$ cat config.mk
export PLATFORM = sky130hd
export DESIGN_NAME = sysctl_top
export DESIGN_NICKNAME = d
export VERILOG_FILES = /design/src/sync2.v /design/src/sticky_flag.v /design/src/sysctl_top.v
export VERILOG_INCLUDE_DIRS = /design/src
export SDC_FILE = /design/constraint.sdc
export NUM_CORES = 1
export LEC_CHECK = 0
export BUFFER_PORTS_ARGS = -buffer_cell sky130_fd_sc_hd__clkbuf_2
export CORE_MARGIN = 2
export CORE_UTILIZATION = 45
export CTS_CLUSTER_SIZE = 12
export DETAILED_ROUTE_END_ITERATION = 6
export MAX_ROUTING_LAYER = met4
export PLACE_DENSITY_LB_ADDON = 0.2
export REMOVE_ABC_BUFFERS = 1
export SLEW_MARGIN = 20
export SYNTH_ARGS = -nofsm -noshare
export SYNTH_HDL_FRONTEND = slang
export SYNTH_SLANG_ARGS = --single-unit
$ cat constraint.sdc
create_clock -name CLK -period 1.8 [get_ports CLK]
set_input_delay 0.54 -clock CLK [delete_from_list [all_inputs] [get_ports CLK]]
set_output_delay 0.54 -clock CLK [all_outputs]
set_load 0.02 [all_outputs]
$ cat src/sysctl_consts.vh
// Constants for the system control block: register map, field positions, reset values.
// Assumes a byte-wide register port with one-cycle read latency.
`ifndef SYSCTL_CONSTS_VH
`define SYSCTL_CONSTS_VH
// ****************************************
// Register offsets
// ****************************************
`define ADDR_PIN_IRQ 4'h0
`define ADDR_PMC1 4'h1
`define ADDR_PMC3 4'h2
`define ADDR_RST_SRC 4'h3
`define ADDR_CGC1 4'h4
`define ADDR_CGC2 4'h5
`define ADDR_W 4
// ****************************************
// Pin interrupt register fields
// ****************************************
`define PIN_PULL_DIS 6
`define PIN_POL 5
`define PIN_FEN 4
`define PIN_FLAG 3
`define PIN_CLR 2
`define PIN_IE 1
`define PIN_MODE 0
// ****************************************
// Power management 1 fields
// ****************************************
`define PM1_FLAG 7
`define PM1_CLR 6
`define PM1_IE 5
`define PM1_RE 4
`define PM1_SE 3
`define PM1_DE 2
// ****************************************
// Power management 3 fields
// ****************************************
`define PM3_FLAG 7
`define PM3_CLR 6
`define PM3_IE 5
// ****************************************
// Reset source fields
// ****************************************
`define RS_POR 7
`define RS_LVD 1
// ****************************************
// Reset values
// ****************************************
`define RST_PIN_IRQ 8'h00
`define RST_PMC1 8'h1c
`define RST_PMC3 8'h00
`define RST_CGC 8'hff
`define ZERO8 8'h00
`endif

$ cat src/sync2.v
// Two-stage synchroniser for one level.
// Assumes the input may change at any time relative to CLK.
`timescale 1ns/10ps
module sync2 (
  input wire clk,
  input wire nrst,
  input wire din,
  output wire dout
);
  reg s1_ff;
  reg s2_ff;
  always @(posedge clk or negedge nrst) begin
    if (!nrst) begin
      s1_ff <= 1'b0;
      s2_ff <= 1'b0;
    end else begin
      s1_ff <= din;
      s2_ff <= s1_ff;
    end
  end
  assign dout = s2_ff;
endmodule // sync2

$ cat src/sticky_flag.v
// Sticky flag: set wins over clear, clear may be held off.
// Assumes synchronous set and clear pulses.
`timescale 1ns/10ps
module sticky_flag (
  input wire clk,
  input wire nrst,
  input wire set,
  input wire clr,
  output wire flag
);
  reg flag_ff;
  always @(posedge clk or negedge nrst) begin
    if (!nrst) begin
      flag_ff <= 1'b0;
    end else if (set) begin
      flag_ff <= 1'b1;
    end else if (clr) begin
      flag_ff <= 1'b0;
    end
  end
  assign flag = flag_ff;
endmodule // sticky_flag

$ cat src/sysctl_top.v
// System control: low-voltage detect/warning, peripheral clock gating, pin interrupt.
// Assumes all inputs synchronous to CLK except IRQ_PIN_I, which is synchronised here.
`timescale 1ns/10ps
`include "sysctl_consts.vh"
// Behaviour
// - Low-voltage detection runs only while its enable bit is set.
// - Stop modes switch detection off unless stop enable bit is set.
// - Both enables set: deep stop request becomes shallow stop.
// - Power-on reset sets power-on and low-voltage reset status bits.
// - Reset enable set: low voltage resets and holds reset; status bit set.
// - Detect, interrupt enable set, reset enable clear: flag and request.
// - Writing 1 to detect clear bit clears the detect flag.
// - Warning request whenever warning flag and warning enable both set.
// - Writing 1 to warning clear bit clears the warning flag.
// - After any reset all peripheral clocks are enabled.
// - Clock gating writes take effect right after the write.
// - Gated-off peripheral ignores register writes and does not operate.
// - Any stop mode stops all gated peripheral clocks.
// - Bit 6 disconnects pull device; 0 keeps it active when enabled.
// - Bit 5 selects polarity; high polarity makes pull a pull-down.
// - Bit 4 enables the pin interrupt function.
// - Bit 3 reads the event flag, set on qualifying events.
// - Bit 2 write 1 clears flag; reads zero.
// - Level mode: clear blocked while pin at asserted level.
// - Bit 1 enables interrupt request while flag is set.
// - Bit 0 selects edge only or edge and level detection.
module sysctl_top #(
  parameter NPERIPH = 16
) (
  input wire CLK,
  input wire NRST,
  input wire POR_EVENT,
  input wire [`ADDR_W-1:0] ADDR,
  input wire [7:0] WDATA,
  input wire WR,
  input wire RD,
  output reg [7:0] RDATA,
  input wire LV_DETECT,
  input wire LV_WARNING,
  input wire STOP_REQ,
  input wire STOP_DEEP_REQ,
  output wire STOP_DEEP,
  output wire STOP_SHALLOW,
  output wire LVD_ACTIVE,
  output wire LVD_RESET_REQ,
  output wire LVD_IRQ,
  output wire LVW_IRQ,
  output wire [NPERIPH-1:0] PERIPH_CLK_EN,
  input wire [NPERIPH-1:0] PERIPH_WR_REQ,
  output wire [NPERIPH-1:0] PERIPH_WR_EN,
  input wire IRQ_PIN_I,
  output wire PIN_PULL_EN,
  output wire PIN_PULL_DOWN,
  output wire PIN_IRQ
);
  // ****************************************
  // Register state
  // ****************************************
  reg pin_pull_disable_ff;
  reg pin_polarity_select_ff;
  reg pin_function_enable_ff;
  reg pin_int_enable_ff;
  reg pin_detect_mode_ff;
  reg lowvolt_int_enable_ff;
  reg lowvolt_reset_enable_ff;
  reg lowvolt_stop_enable_ff;
  reg lowvolt_detect_enable_ff;
  reg lowvolt_warning_int_enable_ff;
  reg rs_por_ff;
  reg rs_lvd_ff;
  reg [15:0] cgc_ff;
  reg pin_prev_ff;
  wire pin_sync;
  wire pin_event_flag;
  wire lowvolt_detect_flag;
  wire lowvolt_warning_flag;
  wire wr_pin = WR && (ADDR == `ADDR_PIN_IRQ);
  wire wr_pm1 = WR && (ADDR == `ADDR_PMC1);
  wire wr_pm3 = WR && (ADDR == `ADDR_PMC3);
  wire wr_cg1 = WR && (ADDR == `ADDR_CGC1);
  wire wr_cg2 = WR && (ADDR == `ADDR_CGC2);
  // ****************************************
  // Control registers
  // ****************************************
  always @(posedge CLK or negedge NRST) begin
    if (!NRST) begin
      pin_pull_disable_ff <= 1'b0;
      pin_polarity_select_ff <= 1'b0;
      pin_function_enable_ff <= 1'b0;
      pin_int_enable_ff <= 1'b0;
      pin_detect_mode_ff <= 1'b0;
      lowvolt_int_enable_ff <= 1'b0;
      lowvolt_reset_enable_ff <= 1'b1;
      lowvolt_stop_enable_ff <= 1'b1;
      lowvolt_detect_enable_ff <= 1'b1;
      lowvolt_warning_int_enable_ff <= 1'b0;
      cgc_ff <= {`RST_CGC, `RST_CGC};
    end else begin
      if (wr_pin) begin
        pin_pull_disable_ff <= WDATA[`PIN_PULL_DIS];
        pin_polarity_select_ff <= WDATA[`PIN_POL];
        pin_function_enable_ff <= WDATA[`PIN_FEN];
        pin_int_enable_ff <= WDATA[`PIN_IE];
        pin_detect_mode_ff <= WDATA[`PIN_MODE];
      end
      if (wr_pm1) begin
        lowvolt_int_enable_ff <= WDATA[`PM1_IE];
        lowvolt_reset_enable_ff <= WDATA[`PM1_RE];
        lowvolt_stop_enable_ff <= WDATA[`PM1_SE];
        lowvolt_detect_enable_ff <= WDATA[`PM1_DE];
      end
      if (wr_pm3) begin
        lowvolt_warning_int_enable_ff <= WDATA[`PM3_IE];
      end
      if (wr_cg1) begin
        cgc_ff[7:0] <= WDATA;
      end
      if (wr_cg2) begin
        cgc_ff[15:8] <= WDATA;
      end
    end
  end
  // ****************************************
  // Reset source status
  // ****************************************
  // POR_EVENT is a synchronous pulse marking a power-on reset release
  always @(posedge CLK or negedge NRST) begin
    if (!NRST) begin
      rs_por_ff <= 1'b0;
      rs_lvd_ff <= 1'b0;
    end else if (POR_EVENT) begin
      rs_por_ff <= 1'b1;
      rs_lvd_ff <= 1'b1;
    end else if (LVD_RESET_REQ) begin
      rs_por_ff <= 1'b0;
      rs_lvd_ff <= 1'b1;
    end
  end
  // ****************************************
  // Low-voltage detect and warning
  // ****************************************
  wire in_stop = STOP_REQ;
  assign LVD_ACTIVE = lowvolt_detect_enable_ff &&
                      (!in_stop || lowvolt_stop_enable_ff);
  wire lv_seen = LVD_ACTIVE && LV_DETECT;
  assign LVD_RESET_REQ = lv_seen && lowvolt_reset_enable_ff;
  wire lvd_set = lv_seen && !lowvolt_reset_enable_ff;
  wire lvd_redirect = lowvolt_detect_enable_ff && lowvolt_stop_enable_ff;
  assign STOP_DEEP = STOP_REQ && STOP_DEEP_REQ && !lvd_redirect;
  assign STOP_SHALLOW = STOP_REQ && !STOP_DEEP;
  sticky_flag u_lvd_flag (
    .clk(CLK),
    .nrst(NRST),
    .set(lvd_set),
    .clr(wr_pm1 && WDATA[`PM1_CLR]),
    .flag(lowvolt_detect_flag)
  );
  assign LVD_IRQ = lowvolt_detect_flag && lowvolt_int_enable_ff &&
                   !lowvolt_reset_enable_ff;
  sticky_flag u_lvw_flag (
    .clk(CLK),
    .nrst(NRST),
    .set(LV_WARNING && LVD_ACTIVE),
    .clr(wr_pm3 && WDATA[`PM3_CLR]),
    .flag(lowvolt_warning_flag)
  );
  assign LVW_IRQ = lowvolt_warning_flag && lowvolt_warning_int_enable_ff;
  // ****************************************
  // Peripheral clock gating
  // ****************************************
  assign PERIPH_CLK_EN = in_stop ? {NPERIPH{1'b0}} : cgc_ff[NPERIPH-1:0];
  assign PERIPH_WR_EN = PERIPH_WR_REQ & PERIPH_CLK_EN;
  // ****************************************
  // Pin interrupt
  // ****************************************
  sync2 u_pin_sync (
    .clk(CLK),
    .nrst(NRST),
    .din(IRQ_PIN_I),
    .dout(pin_sync)
  );
  always @(posedge CLK or negedge NRST) begin
    if (!NRST) begin
      pin_prev_ff <= 1'b0;
    end else begin
      pin_prev_ff <= pin_sync;
    end
  end
  wire pin_asserted = pin_polarity_select_ff ? pin_sync : !pin_sync;
  wire prev_asserted = pin_polarity_select_ff ? pin_prev_ff : !pin_prev_ff;
  wire pin_edge = pin_asserted && !prev_asserted;
  wire pin_level = pin_detect_mode_ff && pin_asserted;
  wire pin_set = pin_function_enable_ff && (pin_edge || pin_level);
  sticky_flag u_pin_flag (
    .clk(CLK),
    .nrst(NRST),
    .set(pin_set),
    .clr(wr_pin && WDATA[`PIN_CLR]),
    .flag(pin_event_flag)
  );
  assign PIN_IRQ = pin_event_flag && pin_int_enable_ff;
  assign PIN_PULL_EN = pin_function_enable_ff && !pin_pull_disable_ff;
  assign PIN_PULL_DOWN = PIN_PULL_EN && pin_polarity_select_ff;
  // ****************************************
  // Read data
  // ****************************************
  reg [7:0] nxt_rdata;
  always @* begin
    nxt_rdata = `ZERO8;
    case (ADDR)
      `ADDR_PIN_IRQ: begin
        nxt_rdata[`PIN_PULL_DIS] = pin_pull_disable_ff;
        nxt_rdata[`PIN_POL] = pin_polarity_select_ff;
        nxt_rdata[`PIN_FEN] = pin_function_enable_ff;
        nxt_rdata[`PIN_FLAG] = pin_event_flag;
        nxt_rdata[`PIN_IE] = pin_int_enable_ff;
        nxt_rdata[`PIN_MODE] = pin_detect_mode_ff;
      end
      `ADDR_PMC1: begin
        nxt_rdata[`PM1_FLAG] = lowvolt_detect_flag;
        nxt_rdata[`PM1_IE] = lowvolt_int_enable_ff;
        nxt_rdata[`PM1_RE] = lowvolt_reset_enable_ff;
        nxt_rdata[`PM1_SE] = lowvolt_stop_enable_ff;
        nxt_rdata[`PM1_DE] = lowvolt_detect_enable_ff;
      end
      `ADDR_PMC3: begin
        nxt_rdata[`PM3_FLAG] = lowvolt_warning_flag;
        nxt_rdata[`PM3_IE] = lowvolt_warning_int_enable_ff;
      end
      `ADDR_RST_SRC: begin
        nxt_rdata[`RS_POR] = rs_por_ff;
        nxt_rdata[`RS_LVD] = rs_lvd_ff;
      end
      `ADDR_CGC1: nxt_rdata = cgc_ff[7:0];
      `ADDR_CGC2: nxt_rdata = cgc_ff[15:8];
      default: nxt_rdata = `ZERO8;
    endcase
  end
  always @(posedge CLK or negedge NRST) begin
    if (!NRST) begin
      RDATA <= `ZERO8;
    end else if (RD) begin
      RDATA <= nxt_rdata;
    end else begin
      RDATA <= `ZERO8;
    end
  end
endmodule // sysctl_top

==> impl_results.md, run 1 <==
- Critical Path Fanout Max: 2
- GP Congestion: 0.831
- H-tree depth: 2
- #FFs+latches synth: 42
- Post-CTS Hold Buffers: 0
- Most frequent cells in the layout: clkbuf_2, buf_4, mux2_2
- Max Root-Sink Buffers: 2
- CTS tree: built
- Final hold viol count: 0
- Nets@finish: 340
- Final Max Tran Viols: 0
- Seq/Total Area, Yosys: 49.5%
- Count of endpoints failing setup in the final report: 0
- Arr. time, crit path: 1230 ps
- Most common cell after layout, fill and taps aside: clkbuf_2
- Met1 Use GR: 25.8%
- Core area: 4690 um^2
- DRC errors left: 0
- Setup CP Type: register to primary output
- Worst path required time: 1260 ps
- Global-route wire length before repair: 8400 um
- Area leader, netlist: dfrtp_1
- Max_slew headroom: 65.5%
- Via count: 1885
- Site Rows: 25
- Drt total wl: 5640 um
- Cts bufs inserted: 5
- Worst Hold Class: input pin to asynchronous set/reset pin
- Final worst path period need: 1770 ps
- Peak VDD IR: 0.000528 V
- Die height: 73.5 um
- Synth Area per Inst: 11.8 um^2
- Cells after Synth: 184
- Clk_lat worst skew: 290 ps
- Pwr Total: 0.00300 W
- Sink Count: 42
- Share of the synthesized area in the top cell type: 26.5%
- Synthesized area: 2170 um^2
- GRT Total Usage: 21.5%
- Unrepaired setup endpoints after global routing: yes
- Finished Core Util: 69.7%
- Synth warnings: 0
- PortBufs: 86
- Starting Density: 46.3%
- # diodes: 0
- Detailed Place HPWL: 4100 um
- Cell at the root of the clock tree: clkbuf_8
- GRT Max-Usage Layer: met2
- Pwr per Cell Area: 917 nW/um^2
- Die width: 73.5 um
- Average wire per standard cell: 15.8 um
- I/O pins: 87
- Met3 usage: 4.25%
- CP startpoint kind: register
- Grt ovf: 0
- Dominant cells by area after synthesis: dfrtp_1, dfstp_2, mux2_2
- Clock slew at reported path FFs: 80 ps
- Crit path capture type: primary output
- DR iter-0 viols: 92
- Max Cap Viol: 0
- Max Freq: 564 MHz
- Antenna Nets Post-Route: 0
- Skew final: 3.24 ps
- Initial antenna violation count: 0
- Share of layout cells above drive strength 1: 69.3%
- Static Leak: 1.60 nW
- Vias in the first global route: 1791
- Grt met2 use: 36.9%
- Measured slew at the worst slew-check pin: 518 ps
- DR vias/cell: 5.28
- First-pass iteration count of the detailed router: 4
- Crit share post-route: 98.6%
- Post-synthesis cell type count: 43
- Die area: 5400 um^2
- Largest net degree at the start of global routing: 43
- Status: finished clean
- Area Overhead vs Synth: 50.6%
-- sequential cells by signal (all words and copies together) (netlist names) --
register                       cells
pin_polarity_select_ff             1
lowvolt_int_enable_ff              1
RDATA                              8
u_lvw_flag.flag                    1
u_pin_sync.dout                    1
pin_detect_mode_ff                 1
lowvolt_detect_enable_ff           1
u_pin_flag.flag                    1
pin_pull_disable_ff                1
pin_prev_ff                        1
lowvolt_warning_int_enable_ff      1
pin_function_enable_ff             1
cgc_ff                            16
u_lvd_flag.flag                    1
rs_lvd_ff                          1
pin_int_enable_ff                  1
lowvolt_stop_enable_ff             1
lowvolt_reset_enable_ff            1
rs_por_ff                          1
u_pin_sync.s1_ff                   1
-- metrics by stage --
stage | setup slack [ps] | hold WS [ps] | instance area [um^2] | TNS [ps] | std cells
floorplan | 90.5 | 244 | 2130 | 0 | 178
global placement | -88.4 | 340 | 2780 | -804 | 338
detailed placement | -114 | 346 | 2780 | -1020 | 338
CTS | -10.3 | 322 | 3100 | -10.3 | 352
global route | -53.6 | 330 | 3270 | -202 | 357
finish | 26.0 | 309 | 3270 | 0 | 357
-- final cells by class --
class / count / area [um^2]
clock buffer: 7 / 86.3
multi-input combinational: 132 / 1200
timing repair buffer: 117 / 821
sequential: 42 / 1070
tap: 54 / 67.6
fill: 366 / 1420
clock inverter: 1 / 5.00
inverter: 4 / 15.0
-- final timing paths --
check                                  from  slack (ps)  cells after the start                  endpoint
max                               cgc_ff[3]          30                      3           PERIPH_WR_EN[3]
min                                    NRST         310                      2                  RDATA[4]
max reg2reg                       cgc_ff[9]         560                      4                  RDATA[1]
min reg2reg                u_pin_sync.s1_ff         360                      0           u_pin_sync.dout
max in group asynchronous              NRST        1120                      2  lowvolt_detect_enable_ff
min in group CLK           u_pin_sync.s1_ff         360                      0           u_pin_sync.dout
-- worst max-delay path, cell delays in order (launching register included) --
cell	delay (ps)
dfstp_2	540
nor2b_4	150
and2_4	160
buf_8	100
-- cell families (layout without fill, tap and decap cells) --
family | count (synthesis) | after routing | synth area share (%)
compound gates | 22 | 22 | 7.43
buf+inv | 10 | 129 | 2.42
flops | 42 | 42 | 49.5
mux | 36 | 36 | 18.2
simple gates | 74 | 74 | 22.5
-- synth_stat cells (all sizes together) --
library cell,instances
nand2b,1
a32o,1
clkbuf,1
and2,21
nor3b,3
nand3b,2
o2111ai,1
nor4bb,1
o22ai,3
nand3,6
nand2,6
a21boi,1
nor4b,1
or3b,1
nor3,4
a21o,1
a22oi,2
nor2b,19
and3b,1
nor2,6
o21bai,1
a221oi,2
a211oi,1
dfrtp,23
or3,1
a21oi,1
a22o,2
o21ai,3
o21a,2
dfstp,19
and3,1
mux2i,8
o22a,1
inv,4
mux2,28
buf,5
-- per-layer routing --
layer	vias to the layer above	share of wire [%]
met5	-	0
met1	922	41
met3	6	6.0
li1	884	-
met2	73	52
met4	0	0.94
-- power breakdown --
group	switching, W	internal [W]
sequential	0.000134	0.00118
combinational	0.000474	0.000588
clock	0.000309	0.000310
total	0.000917	0.00208
-- timing repair --
item | in CTS | in global routing
setup buffers | 6 | 5
pin swaps | 2 | 9
endpoints found under the setup margin | 19 | 20
gates resized for setup | 53 | 54
(Power assumes the default switching activity.)
==> run 2, diff against run 1 <==
--- a/config.mk
+++ b/config.mk
@@ -14,6 +14,7 @@
 export MAX_ROUTING_LAYER = met4
 export PLACE_DENSITY_LB_ADDON = 0.2
 export REMOVE_ABC_BUFFERS = 1
+export SETUP_SLACK_MARGIN = 0.5
 export SLEW_MARGIN = 20
 export SYNTH_ARGS = -nofsm -noshare
 export SYNTH_HDL_FRONTEND = slang
==> impl_results.md, run 2 (synthesis gave the netlist of run 1 again) <==
- Die width: 73.5 um (unchanged)
- I/O pins: 87 (unchanged)
- Total negative slack: -210 ps (was 0 ps)
- Crit path largest cell delay: 620 ps (was 540 ps)
- Nets@finish: 375 (was 340)
- Area Overhead vs Synth: 91.1% (was 50.6%)
- Detailed Place HPWL: 4100 um (unchanged)
- Site Rows: 25 (unchanged)
- Count of endpoints failing setup in the final report: 7 (was 0)
- Initial antenna violation count: 0 (unchanged)
- Average wire per standard cell: 21.3 um (was 15.8 um)
- DRC errors left: 0 (unchanged)
- Static Leak: 2.00 nW (was 1.60 nW)
- Crit path depth: 3 (unchanged)
- Peak VDD IR: 0.000641 V (was 0.000528 V)
- Finished Core Util: 88.5% (was 69.7%)
- Most common cell after layout, fill and taps aside: buf_4 (was clkbuf_2)
- Skew final: 11.2 ps (was 3.24 ps)
- GP Congestion: 0.831 (unchanged)
- Largest net degree at the start of global routing: 43 (unchanged)
- CTS tree: built (unchanged)
- Max Cap Viol: 0 (unchanged)
- Critical Path Fanout Max: 5 (was 2)
- Failing checks: negative setup slack
- Max_slew headroom: 64.4% (was 65.5%)
- Crit share post-route: 103% (was 98.6%)
- Arr. time, crit path: 1320 ps (was 1230 ps)
- Crit path to: LVD_RESET_REQ (was PERIPH_WR_EN[3])
- Global-route wire length before repair: 10800 um (was 8400 um)
- Delay-heaviest family, CP: flip-flops (unchanged)
- Share of layout cells above drive strength 1: 77.8% (was 69.3%)
- Sink Count: 42 (unchanged)
- Die height: 73.5 um (unchanged)
- FF-to-FF End: u_lvd_flag.flag (was RDATA[1])
- WP buf/inv: 2 (was 1)
- Max Freq: 537 MHz (was 564 MHz)
- Final worst path period need: 1860 ps (was 1770 ps)
- Worst reg2reg path depth: 7 (was 4)
- Regs by FF count: cgc_ff (16), RDATA (8) (unchanged)
- Pwr per Cell Area: 899 nW/um^2 (was 917 nW/um^2)
- Grt ovf: 0 (unchanged)
- H-tree depth: 2 (unchanged)
- Unrepaired setup endpoints after global routing: yes (unchanged)
- # diodes: 0 (unchanged)
- Via count: 2195 (was 1885)
- Setup CP Type: register to primary output (unchanged)
- Crit. Startpoint: lowvolt_detect_enable_ff (was cgc_ff[3])
- Cts bufs inserted: 5 (unchanged)
- Drt total wl: 8350 um (was 5640 um)
- GRT Total Usage: 28.0% (was 21.5%)
- DR iter-0 viols: 173 (was 92)
- CP max stage cell: dfstp_2 (unchanged)
- Fin worst setup slack: -62.2 ps (was 26.0 ps)
- Total of fill cells in the finished design: 199 (was 366)
- Vias in the first global route: 2134 (was 1791)
- CP startpoint kind: register (unchanged)
- Clock slew at reported path FFs: 90 ps (was 80 ps)
- Measured slew at the worst slew-check pin: 534 ps (was 518 ps)
- Final hold viol count: 0 (unchanged)
- Final Max Tran Viols: 0 (unchanged)
- Hold Slack: 308 ps (was 309 ps)
- Cell at the root of the clock tree: clkbuf_8 (unchanged)
- Crit path capture type: primary output (unchanged)
- Worst reg2reg path startpoint: lowvolt_reset_enable_ff (was cgc_ff[9])
- Starting Density: 46.3% (unchanged)
- Worst Hold Class: input pin to asynchronous set/reset pin (unchanged)
- R2R Setup Slk: 340 ps (was 560 ps)
- Most frequent cells in the layout: buf_4, buf_8, clkbuf_2 (was clkbuf_2, buf_4, mux2_2)
- Status: finished, violations left (was finished clean)
- Die area: 5400 um^2 (unchanged)
- Largest Register: cgc_ff (unchanged)
- Cell chain of the critical path: o2111ai_2 > inv_1 > clkbuf_8 (was nor2b_4 > and2_4 > buf_8)
- Core area: 4690 um^2 (unchanged)
- Max Root-Sink Buffers: 2 (unchanged)
- Antenna Nets Post-Route: 0 (unchanged)
- First-pass iteration count of the detailed router: 4 (unchanged)
- Clk_lat worst skew: 300 ps (was 290 ps)
- Worst path required time: 1260 ps (about the same)
- DR vias/cell: 5.60 (was 5.28)
- Largest register FFs: 16 (unchanged)
- PortBufs: 86 (unchanged)
[run 2: layout make-up]
class / instances / area, um^2 / area share [%]
multi-input combinational: 132 / 1340 / 32.4
sequential: 42 / 1070 / 25.9
inverter: 4 / 15.0 / 0.362
clock inverter: 1 / 5.00 / 0.121
timing repair buffer: 152 / 1560 / 37.6
clock buffer: 7 / 86.3 / 2.08
tap: 54 / 67.6 / 1.63
[run 2: how the worst min path moves through the flow]
stage	depth (start not counted)	slack, ps	startpoint	to
after floorplan	0	240	NRST	RDATA[0]
after global placement	0	340	u_pin_sync.s1_ff	u_pin_sync.dout
after detailed placement	0	350	u_pin_sync.s1_ff	u_pin_sync.dout
after CTS	2	320	NRST	pin_polarity_select_ff
after global routing	2	340	NRST	u_pin_sync.dout
final	2	310	NRST	u_pin_sync.dout
[run 2: metrics by stage]
| stage | area [um^2] | setup WS, ps | power (W) | cells |
|---|---|---|---|---|
| floorplan | 2130 | 90.5 | 0.00179 | 178 |
| global placement | 2780 | -88.4 | 0.00211 | 338 |
| detailed placement | 2780 | -114 | 0.00213 | 338 |
| CTS | 3870 | -9.86 | 0.00340 | 376 |
| global route | 4150 | -106 | 0.00388 | 392 |
| finish | 4150 | -62.2 | 0.00373 | 392 |
[run 2: worst register-to-register path: stages (launching register included)]
cell and delay, ps:
dfstp_2 570, inv_2 50, buf_6 110, buf_6 100, buf_6 100, buf_6 100
buf_6 110, a32o_1 210
[run 2: where the power goes]
part | leakage, nW | switching (W) | internal [W] | total [W]
Combinational | 1.47 | 0.000672 | 0.00107 | 0.00175
Sequential | 0.477 | 0.000151 | 0.00119 | 0.00134
Clock | 0.0482 | 0.000338 | 0.000310 | 0.000649
[run 2: layer usage]
metal / wire (um) / GRT usage, % / share of wire [%]
met1: 3050 / 31.7 / 37
met2: 4560 / 51.0 / 55
met3: 515 / 5.21 / 6.2
met4: 218 / 6.67 / 2.6
met5: 0 / - / 0
[run 2: timing repair]
item                       4_1_cts  5_1_grt
hold buffers                     0        0
pin swaps                       23       18
resized for setup              188       69
setup endpoints to repair       81       76
buffers inserted                30       16
